**config.mk**
```make
export PLATFORM = sky130hd
export DESIGN_NAME = mbs_brake_seq
export DESIGN_NICKNAME = d
export VERILOG_FILES = /design/src/hdl/mbs_pkg.sv /design/src/hdl/mbs_brake_seq.sv /design/src/hdl/mbs_hold_timer.sv
export SDC_FILE = /design/constraint.sdc
export NUM_CORES = 1
export LEC_CHECK = 0
export ABC_AREA = 0
export BUFFER_PORTS_ARGS = -buffer_cell sky130_fd_sc_hd__buf_2
export CAP_MARGIN = 20
export CORE_AREA = 2 2 194 196
export DETAILED_ROUTE_END_ITERATION = 12
export DIE_AREA = 0 0 196 198
export PLACE_DENSITY = 0.78
export SYNTH_ARGS = -nofsm -noshare
export SYNTH_HDL_FRONTEND = slang
export SYNTH_SLANG_ARGS = --single-unit
```
**constraint.sdc**
```tcl
create_clock -name pclk -period 7.4 [get_ports pclk]
set_input_delay 0.37 -clock pclk [delete_from_list [all_inputs] [get_ports pclk]]
set_output_delay 0.37 -clock pclk [all_outputs]
set_load 0.02 [all_outputs]
```
**src/hdl/mbs_pkg.sv**
```systemverilog
package mbs_pkg;

  // ==========================================================================
  // Register offsets
  // ==========================================================================
  localparam logic [7:0] OFS_CTRL        = 8'h00;
  localparam logic [7:0] OFS_REL_CURRENT = 8'h04;
  localparam logic [7:0] OFS_REL_HOLD    = 8'h08;
  localparam logic [7:0] OFS_REL_FWD     = 8'h0C;
  localparam logic [7:0] OFS_REL_REV     = 8'h10;
  localparam logic [7:0] OFS_ENG_HOLD    = 8'h14;
  localparam logic [7:0] OFS_ENG_FREQ    = 8'h18;
  localparam logic [7:0] OFS_TARGET      = 8'h1C;
  localparam logic [7:0] OFS_MAX_FREQ    = 8'h20;
  localparam logic [7:0] OFS_RAMP_STEP   = 8'h24;
  localparam logic [7:0] OFS_DCB_TIME    = 8'h28;
  localparam logic [7:0] OFS_DCB_LEVEL   = 8'h2C;
  localparam logic [7:0] OFS_STATUS      = 8'h30;

  // ==========================================================================
  // Control and status fields
  // ==========================================================================
  localparam int CTRL_SEQ_EN_BIT  = 0;
  localparam int CTRL_RUN_BIT     = 1;
  localparam int CTRL_REVERSE_BIT = 2;
  localparam int ST_FREQ_LSB      = 0;
  localparam int ST_STATE_LSB     = 16;
  localparam int ST_RELEASE_BIT   = 24;
  localparam int ST_DCB_BIT       = 25;
  localparam int ST_BLOCK_BIT     = 26;

  // ==========================================================================
  // Reset values (frequency 0.01 Hz, time 10 ms, current 0.1 percent)
  // ==========================================================================
  localparam logic [2:0]  RST_CTRL        = 3'h1;
  localparam logic [15:0] RST_REL_CURRENT = 16'h01F4;
  localparam logic [15:0] RST_REL_HOLD    = 16'h0064;
  localparam logic [15:0] RST_REL_FREQ    = 16'h0064;
  localparam logic [15:0] RST_ENG_HOLD    = 16'h0064;
  localparam logic [15:0] RST_ENG_FREQ    = 16'h00C8;
  localparam logic [15:0] RST_TARGET      = 16'h0000;
  localparam logic [15:0] RST_MAX_FREQ    = 16'h1770;
  localparam logic [15:0] RST_RAMP_STEP   = 16'h000A;
  localparam logic [15:0] RST_DCB         = 16'h0000;

  // ==========================================================================
  // Limits
  // ==========================================================================
  localparam logic [15:0] MAX_REL_CURRENT = 16'h0708;
  localparam logic [15:0] MAX_HOLD_TIME   = 16'h03E8;

  // ==========================================================================
  // Timing
  // ==========================================================================
  localparam int CLK_PERIOD_NS = 10;
  localparam int TICK_TIME_NS  = 10_000_000;
  localparam int TICK_CYCLES   = TICK_TIME_NS / CLK_PERIOD_NS;

  typedef enum logic [3:0] {
    ST_IDLE, ST_ACCEL_REL, ST_WAIT_CURR, ST_REL_HOLD, ST_RUN,
    ST_DECEL, ST_ENG_HOLD, ST_DC_BRAKE, ST_BLOCK
  } mbs_state_e;

endpackage

```
**src/hdl/mbs_brake_seq.sv**
```systemverilog
// Behaviour
// - sequencing on suppresses start DC brake, dwell
// - run from stop ramps to directional release frequency
// - release output only once current reaches threshold
// - hold release frequency for release hold, then accelerate
// - stop while running starts deceleration
// - at engage frequency halt and signal engage
// - hold engage frequency, then output zero
// - DC brake if time and level set, then block
// - separate forward/reverse release frequencies, default 1.00 Hz
//
// The implementer's own choices: the APB register port and the register addresses.
`timescale 1ns/1ns
`default_nettype none

module mbs_brake_seq #(
  parameter int TICK_CYCLES = mbs_pkg::TICK_CYCLES
) (
  input  wire logic        pclk,
  input  wire logic        presetn,
  input  wire logic        psel,
  input  wire logic        penable,
  input  wire logic        pwrite,
  input  wire logic [7:0]  paddr,
  input  wire logic [31:0] pwdata,
  output logic             pready,
  output logic [31:0]      prdata,
  output logic             pslverr,
  input  wire logic [15:0] motor_current,
  output logic [15:0]      out_freq,
  output logic             out_reverse,
  output logic             brake_release,
  output logic             dc_brake_active,
  output logic [15:0]      dc_brake_level,
  output logic             output_block,
  output logic             start_dcb_inhibit,
  output logic             dwell_inhibit
);

  // ==========================================================================
  // Register file
  // ==========================================================================
  logic [2:0]  ctrl;
  logic [15:0] rel_current;
  logic [15:0] rel_hold;
  logic [15:0] rel_fwd;
  logic [15:0] rel_rev;
  logic [15:0] eng_hold;
  logic [15:0] eng_freq;
  logic [15:0] target;
  logic [15:0] max_freq;
  logic [15:0] ramp_step;
  logic [15:0] dcb_time;
  logic [15:0] dcb_level_r;
  mbs_pkg::mbs_state_e state;
  mbs_pkg::mbs_state_e next_state;

  function automatic logic [15:0] clamp(input logic [15:0] v, input logic [15:0] lim);
    clamp = (v > lim) ? lim : v;
  endfunction

  wire        setup_rd   = psel && !penable;
  wire        wr_en      = psel && penable && pwrite;
  wire [15:0] wd         = pwdata[15:0];
  wire        seq_en     = ctrl[mbs_pkg::CTRL_SEQ_EN_BIT];
  wire        run_cmd    = ctrl[mbs_pkg::CTRL_RUN_BIT];
  wire        rev_cmd    = ctrl[mbs_pkg::CTRL_REVERSE_BIT];
  wire        addr_ok    = (paddr[1:0] == 2'b00) && (paddr <= mbs_pkg::OFS_STATUS);
  wire        wr_hit     = wr_en && addr_ok && (paddr != mbs_pkg::OFS_STATUS);

  always_ff @(posedge pclk or negedge presetn) begin
    if (!presetn) begin
      ctrl        <= mbs_pkg::RST_CTRL;
      rel_current <= mbs_pkg::RST_REL_CURRENT;
      rel_hold    <= mbs_pkg::RST_REL_HOLD;
      rel_fwd     <= mbs_pkg::RST_REL_FREQ;
      rel_rev     <= mbs_pkg::RST_REL_FREQ;
      eng_hold    <= mbs_pkg::RST_ENG_HOLD;
      eng_freq    <= mbs_pkg::RST_ENG_FREQ;
      target      <= mbs_pkg::RST_TARGET;
      max_freq    <= mbs_pkg::RST_MAX_FREQ;
      ramp_step   <= mbs_pkg::RST_RAMP_STEP;
      dcb_time    <= mbs_pkg::RST_DCB;
      dcb_level_r <= mbs_pkg::RST_DCB;
    end else if (wr_hit) begin
      case (paddr)
        mbs_pkg::OFS_CTRL:        ctrl        <= pwdata[2:0];
        mbs_pkg::OFS_REL_CURRENT: rel_current <= clamp(wd, mbs_pkg::MAX_REL_CURRENT);
        mbs_pkg::OFS_REL_HOLD:    rel_hold    <= clamp(wd, mbs_pkg::MAX_HOLD_TIME);
        mbs_pkg::OFS_REL_FWD:     rel_fwd     <= clamp(wd, max_freq);
        mbs_pkg::OFS_REL_REV:     rel_rev     <= clamp(wd, max_freq);
        mbs_pkg::OFS_ENG_HOLD:    eng_hold    <= clamp(wd, mbs_pkg::MAX_HOLD_TIME);
        mbs_pkg::OFS_ENG_FREQ:    eng_freq    <= clamp(wd, max_freq);
        mbs_pkg::OFS_TARGET:      target      <= clamp(wd, max_freq);
        mbs_pkg::OFS_MAX_FREQ:    max_freq    <= wd;
        mbs_pkg::OFS_RAMP_STEP:   ramp_step   <= wd;
        mbs_pkg::OFS_DCB_TIME:    dcb_time    <= clamp(wd, mbs_pkg::MAX_HOLD_TIME);
        mbs_pkg::OFS_DCB_LEVEL:   dcb_level_r <= wd;
        default:                  ctrl        <= ctrl;
      endcase
    end
  end

  // ==========================================================================
  // APB answer: read data and error are captured in the setup cycle
  // ==========================================================================
  logic [31:0] rd_mux;
  logic        rd_err;

  always_comb begin
    rd_mux = 32'h0000_0000;
    case (paddr)
      mbs_pkg::OFS_CTRL:        rd_mux = {29'h0000_0000, ctrl};
      mbs_pkg::OFS_REL_CURRENT: rd_mux = {16'h0000, rel_current};
      mbs_pkg::OFS_REL_HOLD:    rd_mux = {16'h0000, rel_hold};
      mbs_pkg::OFS_REL_FWD:     rd_mux = {16'h0000, rel_fwd};
      mbs_pkg::OFS_REL_REV:     rd_mux = {16'h0000, rel_rev};
      mbs_pkg::OFS_ENG_HOLD:    rd_mux = {16'h0000, eng_hold};
      mbs_pkg::OFS_ENG_FREQ:    rd_mux = {16'h0000, eng_freq};
      mbs_pkg::OFS_TARGET:      rd_mux = {16'h0000, target};
      mbs_pkg::OFS_MAX_FREQ:    rd_mux = {16'h0000, max_freq};
      mbs_pkg::OFS_RAMP_STEP:   rd_mux = {16'h0000, ramp_step};
      mbs_pkg::OFS_DCB_TIME:    rd_mux = {16'h0000, dcb_time};
      mbs_pkg::OFS_DCB_LEVEL:   rd_mux = {16'h0000, dcb_level_r};
      mbs_pkg::OFS_STATUS: begin
        rd_mux[mbs_pkg::ST_FREQ_LSB +: 16] = out_freq;
        rd_mux[mbs_pkg::ST_STATE_LSB +: 4] = state;
        rd_mux[mbs_pkg::ST_RELEASE_BIT]    = brake_release;
        rd_mux[mbs_pkg::ST_DCB_BIT]        = dc_brake_active;
        rd_mux[mbs_pkg::ST_BLOCK_BIT]      = output_block;
      end
      default:                  rd_mux = 32'h0000_0000;
    endcase
  end

  always_ff @(posedge pclk or negedge presetn) begin
    if (!presetn) begin
      prdata <= 32'h0000_0000;
      rd_err <= 1'b0;
    end else if (setup_rd) begin
      prdata <= addr_ok ? rd_mux : 32'h0000_0000;
      rd_err <= !addr_ok || (pwrite && paddr == mbs_pkg::OFS_STATUS);
    end
  end

  assign pready  = 1'b1;
  assign pslverr = psel && penable && rd_err;

  // ==========================================================================
  // Hold timer and ramp
  // ==========================================================================
  logic        tmr_start;
  logic [15:0] tmr_load;
  logic        tick;
  logic        tmr_done;

  mbs_hold_timer #(.TICK_CYCLES(TICK_CYCLES)) u_timer (
    .pclk       (pclk),
    .presetn    (presetn),
    .start      (tmr_start),
    .hold_ticks (tmr_load),
    .tick       (tick),
    .done       (tmr_done)
  );

  function automatic logic [15:0] ramp_to(input logic [15:0] f, input logic [15:0] goal,
                                          input logic [15:0] step);
    if (f < goal)
      ramp_to = (goal - f > step) ? f + step : goal;
    else
      ramp_to = (f - goal > step) ? f - step : goal;
  endfunction

  wire [15:0] rel_freq  = rev_cmd ? rel_rev : rel_fwd;
  wire        dcb_set   = (dcb_time != 16'h0000) && (dcb_level_r != 16'h0000);
  wire        running   = (state == mbs_pkg::ST_ACCEL_REL) || (state == mbs_pkg::ST_WAIT_CURR)
                       || (state == mbs_pkg::ST_REL_HOLD) || (state == mbs_pkg::ST_RUN);
  wire        stop_req  = running && !run_cmd;
  wire [15:0] dec_freq  = ramp_to(out_freq, 16'h0000, ramp_step);
  wire        at_engage = (dec_freq <= eng_freq);

  // ==========================================================================
  // Sequencer
  // ==========================================================================
  logic [15:0] next_freq;
  logic        next_release;

  always_comb begin
    next_state   = state;
    next_freq    = out_freq;
    next_release = brake_release;
    tmr_start    = 1'b0;
    tmr_load     = eng_hold;
    if (stop_req) begin
      next_state = mbs_pkg::ST_DECEL;
    end else begin
      case (state)
        mbs_pkg::ST_IDLE: begin
          if (run_cmd)
            next_state = seq_en ? mbs_pkg::ST_ACCEL_REL : mbs_pkg::ST_RUN;
        end
        mbs_pkg::ST_ACCEL_REL: begin
          if (tick)
            next_freq = ramp_to(out_freq, rel_freq, ramp_step);
          if (out_freq == rel_freq)
            next_state = mbs_pkg::ST_WAIT_CURR;
        end
        mbs_pkg::ST_WAIT_CURR: begin
          if (motor_current >= rel_current) begin
            next_release = 1'b1;
            tmr_start    = 1'b1;
            tmr_load     = rel_hold;
            next_state   = mbs_pkg::ST_REL_HOLD;
          end
        end
        mbs_pkg::ST_REL_HOLD: begin
          if (tmr_done)
            next_state = mbs_pkg::ST_RUN;
        end
        mbs_pkg::ST_RUN: begin
          if (tick)
            next_freq = ramp_to(out_freq, target, ramp_step);
        end
        mbs_pkg::ST_DECEL: begin
          if (!seq_en) begin
            if (tick)
              next_freq = dec_freq;
            if (out_freq == 16'h0000)
              next_state = mbs_pkg::ST_IDLE;
          end else if (tick || out_freq <= eng_freq) begin
            next_freq = at_engage ? eng_freq : dec_freq;
            if (at_engage || out_freq <= eng_freq) begin
              next_freq    = (out_freq < eng_freq) ? out_freq : eng_freq;
              next_release = 1'b0;
              tmr_start    = 1'b1;
              next_state   = mbs_pkg::ST_ENG_HOLD;
            end
          end
        end
        mbs_pkg::ST_ENG_HOLD: begin
          if (tmr_done) begin
            next_freq = 16'h0000;
            if (dcb_set) begin
              tmr_start  = 1'b1;
              tmr_load   = dcb_time;
              next_state = mbs_pkg::ST_DC_BRAKE;
            end else begin
              next_state = mbs_pkg::ST_IDLE;
            end
          end
        end
        mbs_pkg::ST_DC_BRAKE: begin
          if (tmr_done)
            next_state = mbs_pkg::ST_BLOCK;
        end
        mbs_pkg::ST_BLOCK: begin
          next_state = mbs_pkg::ST_IDLE;
        end
        default: next_state = mbs_pkg::ST_IDLE;
      endcase
    end
  end

  always_ff @(posedge pclk or negedge presetn) begin
    if (!presetn) begin
      state         <= mbs_pkg::ST_IDLE;
      out_freq      <= 16'h0000;
      brake_release <= 1'b0;
      out_reverse   <= 1'b0;
    end else begin
      state         <= next_state;
      out_freq      <= next_freq;
      brake_release <= next_release;
      if (state == mbs_pkg::ST_IDLE)
        out_reverse <= rev_cmd;
    end
  end

  // ==========================================================================
  // Outputs
  // ==========================================================================
  always_ff @(posedge pclk or negedge presetn) begin
    if (!presetn) begin
      dc_brake_active   <= 1'b0;
      dc_brake_level    <= 16'h0000;
      output_block      <= 1'b1;
      start_dcb_inhibit <= 1'b1;
      dwell_inhibit     <= 1'b1;
    end else begin
      dc_brake_active   <= (next_state == mbs_pkg::ST_DC_BRAKE);
      dc_brake_level    <= (next_state == mbs_pkg::ST_DC_BRAKE) ? dcb_level_r : 16'h0000;
      output_block      <= (next_state == mbs_pkg::ST_IDLE) || (next_state == mbs_pkg::ST_BLOCK);
      start_dcb_inhibit <= seq_en;
      dwell_inhibit     <= seq_en;
    end
  end

endmodule // mbs_brake_seq

`default_nettype wire

```
**src/hdl/mbs_hold_timer.sv**
```systemverilog
`timescale 1ns/1ns
`default_nettype none

// Free running 10 ms tick and a tick-based hold counter.
module mbs_hold_timer #(
  parameter int TICK_CYCLES = 1_000_000
) (
  input  wire logic        pclk,
  input  wire logic        presetn,
  input  wire logic        start,
  input  wire logic [15:0] hold_ticks,
  output logic             tick,
  output logic             done
);

  if (TICK_CYCLES < 2) begin : g_bad_ticks
    $error("TICK_CYCLES must be at least 2");
  end

  logic [31:0] prescale;
  logic [15:0] remain;
  logic        armed;
  wire         wrap = (prescale == 32'(TICK_CYCLES - 1));

  always_ff @(posedge pclk or negedge presetn) begin
    if (!presetn) begin
      prescale <= 32'h0000_0000;
      tick     <= 1'b0;
    end else begin
      prescale <= wrap ? 32'h0000_0000 : prescale + 32'h0000_0001;
      tick     <= wrap;
    end
  end

  always_ff @(posedge pclk or negedge presetn) begin
    if (!presetn) begin
      remain <= 16'h0000;
      armed  <= 1'b0;
      done   <= 1'b0;
    end else begin
      done <= 1'b0;
      if (start) begin
        remain <= hold_ticks;
        armed  <= 1'b1;
      end else if (armed && remain == 16'h0000) begin
        armed <= 1'b0;
        done  <= 1'b1;
      end else if (armed && tick) begin
        remain <= remain - 16'h0001;
      end
    end
  end

endmodule // mbs_hold_timer

`default_nettype wire

```
Yosys cells after proc, flatten, opt, wreduce, memory -nomap -nowiden
Index checks and enable logic that the tools add are counted.

storage, ports and cells
  word-level logic and storage cells = 205
  input port bits = 61
  output and inout port bits = 72
  register bits = 304

cells by class
  reduce and logical (&&, ||, !) cells = 49
  $add $sub $neg = 9
  order comparisons = 17
  mux-type cells = 67
  bitwise logic cells = 1
  equal/unequal tests = 35

operators with widths
  kind                     count
  $mux W16                 30
  $pmux W20 S13            1
  $gt A16 B16 Y1           7
  $sub A16 B16 Y16         5
  $pmux W16 S4             1
  $lt A16 B16 Y1           3
  $mux W4                  11
  $eq A8 B6 Y1 const B     5
  $add A32 B1 Y32 const B  1
  $eq A32 B20 Y1 const B   1
  $eq A8 B5 Y1 const B     4
  $le A16 B16 Y1           2
  $logic_not A16 Y1        2
  $mux W32                 1
  $pmux W16 S2             1
  $pmux W4 S8              1
  $reduce_bool A16 Y1      2
  $mux W27                 1
  $reduce_and A2 Y1        13
  $eq A4 B3 Y1 const B     5
  $add A16 B16 Y16         1
  $eq A16 B16 Y1           1
  $eq A8 B4 Y1 const B     2
  $ge A16 B16 Y1           1
  31 further kinds         76

Logic depth before layout (Yosys ltp)
  depth in word-level cells = 13
  depth in mapped cells = 26
  mapped depth without buffers = 23

Hierarchy
A second synthesis with hierarchy kept.

second synthesis, totals
  cell total of the unflattened synthesis = 2490
  area total of the unflattened synthesis = 22032.4 µm²

modules (own cells, without submodules)
  module          times used  seq. area each (µm²)  cells each  area each (µm²)
  mbs_brake_seq   1           6147.1                2214        19369.8
  mbs_hold_timer  1           1276.2                276         2662.6

Worst setup path after synthesis
No wires, ideal clock.

  path type = register to register
  from = reg ctrl[2]
  to = reg out_freq[9]
  buffers on the path = 3
  clock period less this slack = 5.424 ns
  setup time = 0.138 ns
  required time = 7.262 ns
  arrival = 5.286 ns
  cell stages (with the launch flop) = 27
  path slack = 1.976 ns
  path through = dfrtp_1 > clkbuf_1 > clkbuf_1 > mux2i_1 > ha_1 > inv_1 > fa_1 > a21o_1 > a21oi_1 > o21bai_1 > a21oi_1 > o21ai_0 > a221o_1 > a21o_1 > a21oi_1 > xnor2_1 > ha_1 > nor3_1 > o21ai_0 > a21oi_1 > o21a_1 > nor3_2 > or2_2 > buf_2 > o21ai_0 > o221a_2 > o221ai_1

between the ends
  word-level cells in the longest chain between the ends = 7
  elaborated cells on any way between the ends = 11
  classes of those cells = 2 x add/sub; 3 x order compare; 6 x mux

RTL lines
  element                              RTL line                                    RTL
  start, declared                      mbs_brake_seq.sv:43                         logic [2:0] ctrl;
  start signal, assigned               mbs_brake_seq.sv:73                         ctrl <= mbs_pkg::RST_CTRL;
  start signal, assigned               mbs_brake_seq.sv:87                         mbs_pkg::OFS_CTRL: ctrl <= pwdata[2:0];
  start signal, assigned               mbs_brake_seq.sv:99                         default: ctrl <= ctrl;
  $mux W16 (*)                         mbs_brake_seq.sv:174                        wire [15:0] rel_freq = rev_cmd ? rel_rev : rel_fwd;
  $sub A16 B16 Y16 (on tied branches)  mbs_brake_seq.sv:171, mbs_brake_seq.sv:169
  $gt A16 B16 Y1 (on tied branches)    mbs_brake_seq.sv:171, mbs_brake_seq.sv:169
  $mux W16 (on tied branches)          mbs_brake_seq.sv:171, mbs_brake_seq.sv:169
  $mux W16 (*)                         mbs_brake_seq.sv:168                        if (f < goal)
  $mux W16 (*)                         mbs_brake_seq.sv:203                        if (tick)
  $pmux W16 S4 (*)                     mbs_brake_seq.sv:197                        case (state)
  end signal, assigned                 mbs_brake_seq.sv:272                        out_freq <= next_freq;
  end, declared                        mbs_brake_seq.sv:30                         output logic [15:0] out_freq,

Mark *: on every way between the ends. The rest lies on a longest branch, timed or not. The select of a mux whose other input is x is not followed.
A chain may end at the register's enable or synchronous reset.

Worst setup path after layout
  from = reg ctrl[2]
  to = reg out_freq[4]

The elaborated chain is that of the path after synthesis.

==> qor.yml <==
synth:
  ys_seq_elements: 295
  ys.flop_type: "dfrtp_1"
  ys_types: 83
  synth_edf_count: 0
  yosysTopAreaCell: "dfrtp_1"
  netlist.area_leader.share: 0.3011
  async_flop_share: 1.000
  netlist_instances: 2440
  ys_top_cells_by_area: "dfrtp_1 30%, ha_1 13%, a21oi_1 4.2%, dfstp_2 4.0%, o21ai_0 3.9%"
  syn_area_per_cell_sq_um: 8.923
  yosysWarnings: 0
  syn_area_sq_mm: 0.02177
  ys_seq_area_frac: 0.3410
flow_run:
  drv_cap: 0
die:
  rows: 71
  die-area_sq_mm: 0.03881
  die_h_microns: 198
  coreArea_sq_mm: 0.03696
  ios: 133
  fp.dieW_microns: 196
  initial_core_util: 0.5891
grt:
  grt.overflow.total: 0
  grt_pass1_vias: 19703
  grt_pass1_wl_microns: 120900
  grt_max_degree: 79
  antenna_found_initial: 5
  track_usage: 0.4164
status:
  status: "complete, no violations"
timing:
  tightest_slew_ps: 1105
  slew_violations: 0
  hold_viol: 0
  fin_crit_ps: 6578
  timing.hold.ws_ps: 109.5
  relSlewSlack: 0.2617
  tns_ps: 0
  rsz0062_at_grt: "no"
  finalClockSkew_ps: 23.26
  setup_viol: 0
  fin_crit_sh: 0.8889
  clock.fmax_mhz: 152.0
setup_path:
  crit_top_cell: "a21oi_1"
  worstPathRequired_ps: 7920
  crit_type: "flop to flop"
  max_stage_delay_ps: 1070
  arrival_ps: 7100
  cpMaxStageDelayCell: "dfrtp_1"
  start_kind: "flop"
  cp_max_fo: 19
  worst-r2r-cell-count: 22
  end_kind: "flop"
  worstPathCellList: "mux2i_1, inv_1, fa_1, a21o_1, a21oi_1, o21bai_1, a21oi_1, o21ai_0, a221o_1, a21o_1, a21oi_1, xnor2_1, ha_1, nand4_1, nor3_1, a21oi_1, inv_1, nor3_2, nor2_1, a221o_1, o21ai_0, a2bb2oi_1"
drt:
  routed_wl_microns: 81610
  drc: 0
  ant_nets: 0
  first_iter_violations: 2950
  dr.pass1.iters: 9
  wl_per_cell_microns: 27.12
  vias: 20856
  vias_per_cell: 6.931
clocking:
  cts_buffers: 30
  cts_setup_buffers: 0
  cts_sinks: 295
  clockBufferDepth: 3
  cts_root_buf: "clkbuf_16"
  cts.clk_slew.worst_paths_ps: 70
  htreeDepth: 1
  insertion_delay_ps: 600
  cts_tree: "yes"
placement:
  place_congestion: 1.043
  port-buffer-count: 106
  dp_hpwl_microns: 60630
cells_and_area:
  regMostFlops: "u_timer.prescale"
  area_delta_synth_final_pct: 9.310
  reg_top3: "u_timer.prescale x32, prdata x23"
  largest_reg_flops: 32
  layout_common_cells: "262 x dfrtp_1, 221 x ha_1, 201 x nand2_1"
  fill_cells: 3103
  drive_gt1_frac: 0.1189
  nets: 2795
  mostFrequentLayoutCell: "dfrtp_1"
power_and_ir_drop:
  p_leak_nw: 11.32
  power.density_mw_per_mm2: 261.3
  peakVddDrop_v: 0.0001784
worst_hold_path:
  hp-class: "input pin to flop"
  holdPathStages: 3
-- cell type report --
cell class / instances / area (sq um) / area share
Antenna cell: 4 / 10.01 / 0.0004206
Clock buffer: 46 / 850.8 / 0.03575
Clock inverter: 10 / 160.2 / 0.006729
Inverter: 162 / 608.1 / 0.02555
Multi-Input combinational cell: 1862 / 13220 / 0.5554
Sequential cell: 295 / 7423 / 0.3119
Tap cell: 474 / 593.1 / 0.02492
Timing Repair Buffer: 156 / 934.6 / 0.03927
-- timing repair --
action	CTS	global route
gates resized for setup	0	0
hold buffers	1	0
hold endpoints to repair	69	0
-- synth_stat cells (all sizes together) (19+ instances only) --
cell and n:
o21ai 176, inv 162, a221oi 62, clkbuf 82, nor2 166, a22o 53
xnor2 81, dfstp 33, dfrtp 262, buf 47, nor2b 27, and2 41
nand2b 19, mux2 31, a21o 59, nor3 51, nor4 31, nand4 41
a31oi 30, xor2 36, mux2i 56, nand3 40, nand2 201, ha 221
a21oi 182
-- per-layer routing --
metal / vias up / global-route usage / share of wire
li1: 9018 / - / -
met1: 9993 / 0.5511 / 0.38
met2: 1467 / 0.6000 / 0.41
met3: 370 / 0.1262 / 0.13
met4: 8 / 0.2520 / 0.077
met5: - / 0 / 0.00064
-- worst paths after layout --
path | from | endpoint | slack (ps)
worst min-delay path | pwdata[13] | max_freq[13] | 110
worst max-delay path | ctrl[2] | out_freq[4] | 820
min in group asynchronous | presetn | out_freq[2] | 330
worst min register to register | prdata[7] | prdata[7] | 470
worst max register to register | ctrl[2] | out_freq[4] | 820
max in group asynchronous | presetn | eng_freq[8] | 5620
-- per-stage QoR --
stage	setup WS [ps]	instances	power (mW)	util	cell area, sq um
finish	822.1	3009	6.220	0.6440	23800
global route	551.1	3005	6.512	0.6437	23790
CTS	1021	3003	6.114	0.6432	23770
detailed placement	1063	2946	4.545	0.6156	22750
global placement	1073	2944	4.498	0.6148	22720
floorplan	1976	2448	3.680	-	21800
-- critical path, delay by kind of cell, from the launching register on --
family / cells / cell delay, ps
AOI/OAI and AO/OA: 12 / 2660
xor gates and xnor gates: 1 / 160
adders and majority gates: 2 / 730
buffers and inverters: 2 / 310
DFF: 1 / 1070
muxes: 1 / 480
and+or+nand+nor: 4 / 1080
-- power by group --
part / switching [mW] / internal, mW
sequential: 0.104 / 1.65
clock: 0.674 / 0.902
combinational: 1.85 / 1.03
-- kinds of logic after synthesis --
group,synth area share
compound gates,0.2277
xor+xnor,0.04707
fa+ha+maj,0.1325
buf+inv,0.05488
flops,0.3410
mux,0.04178
other cells,0.0003449
simple gates,0.1548
(Power assumes the default switching activity.)
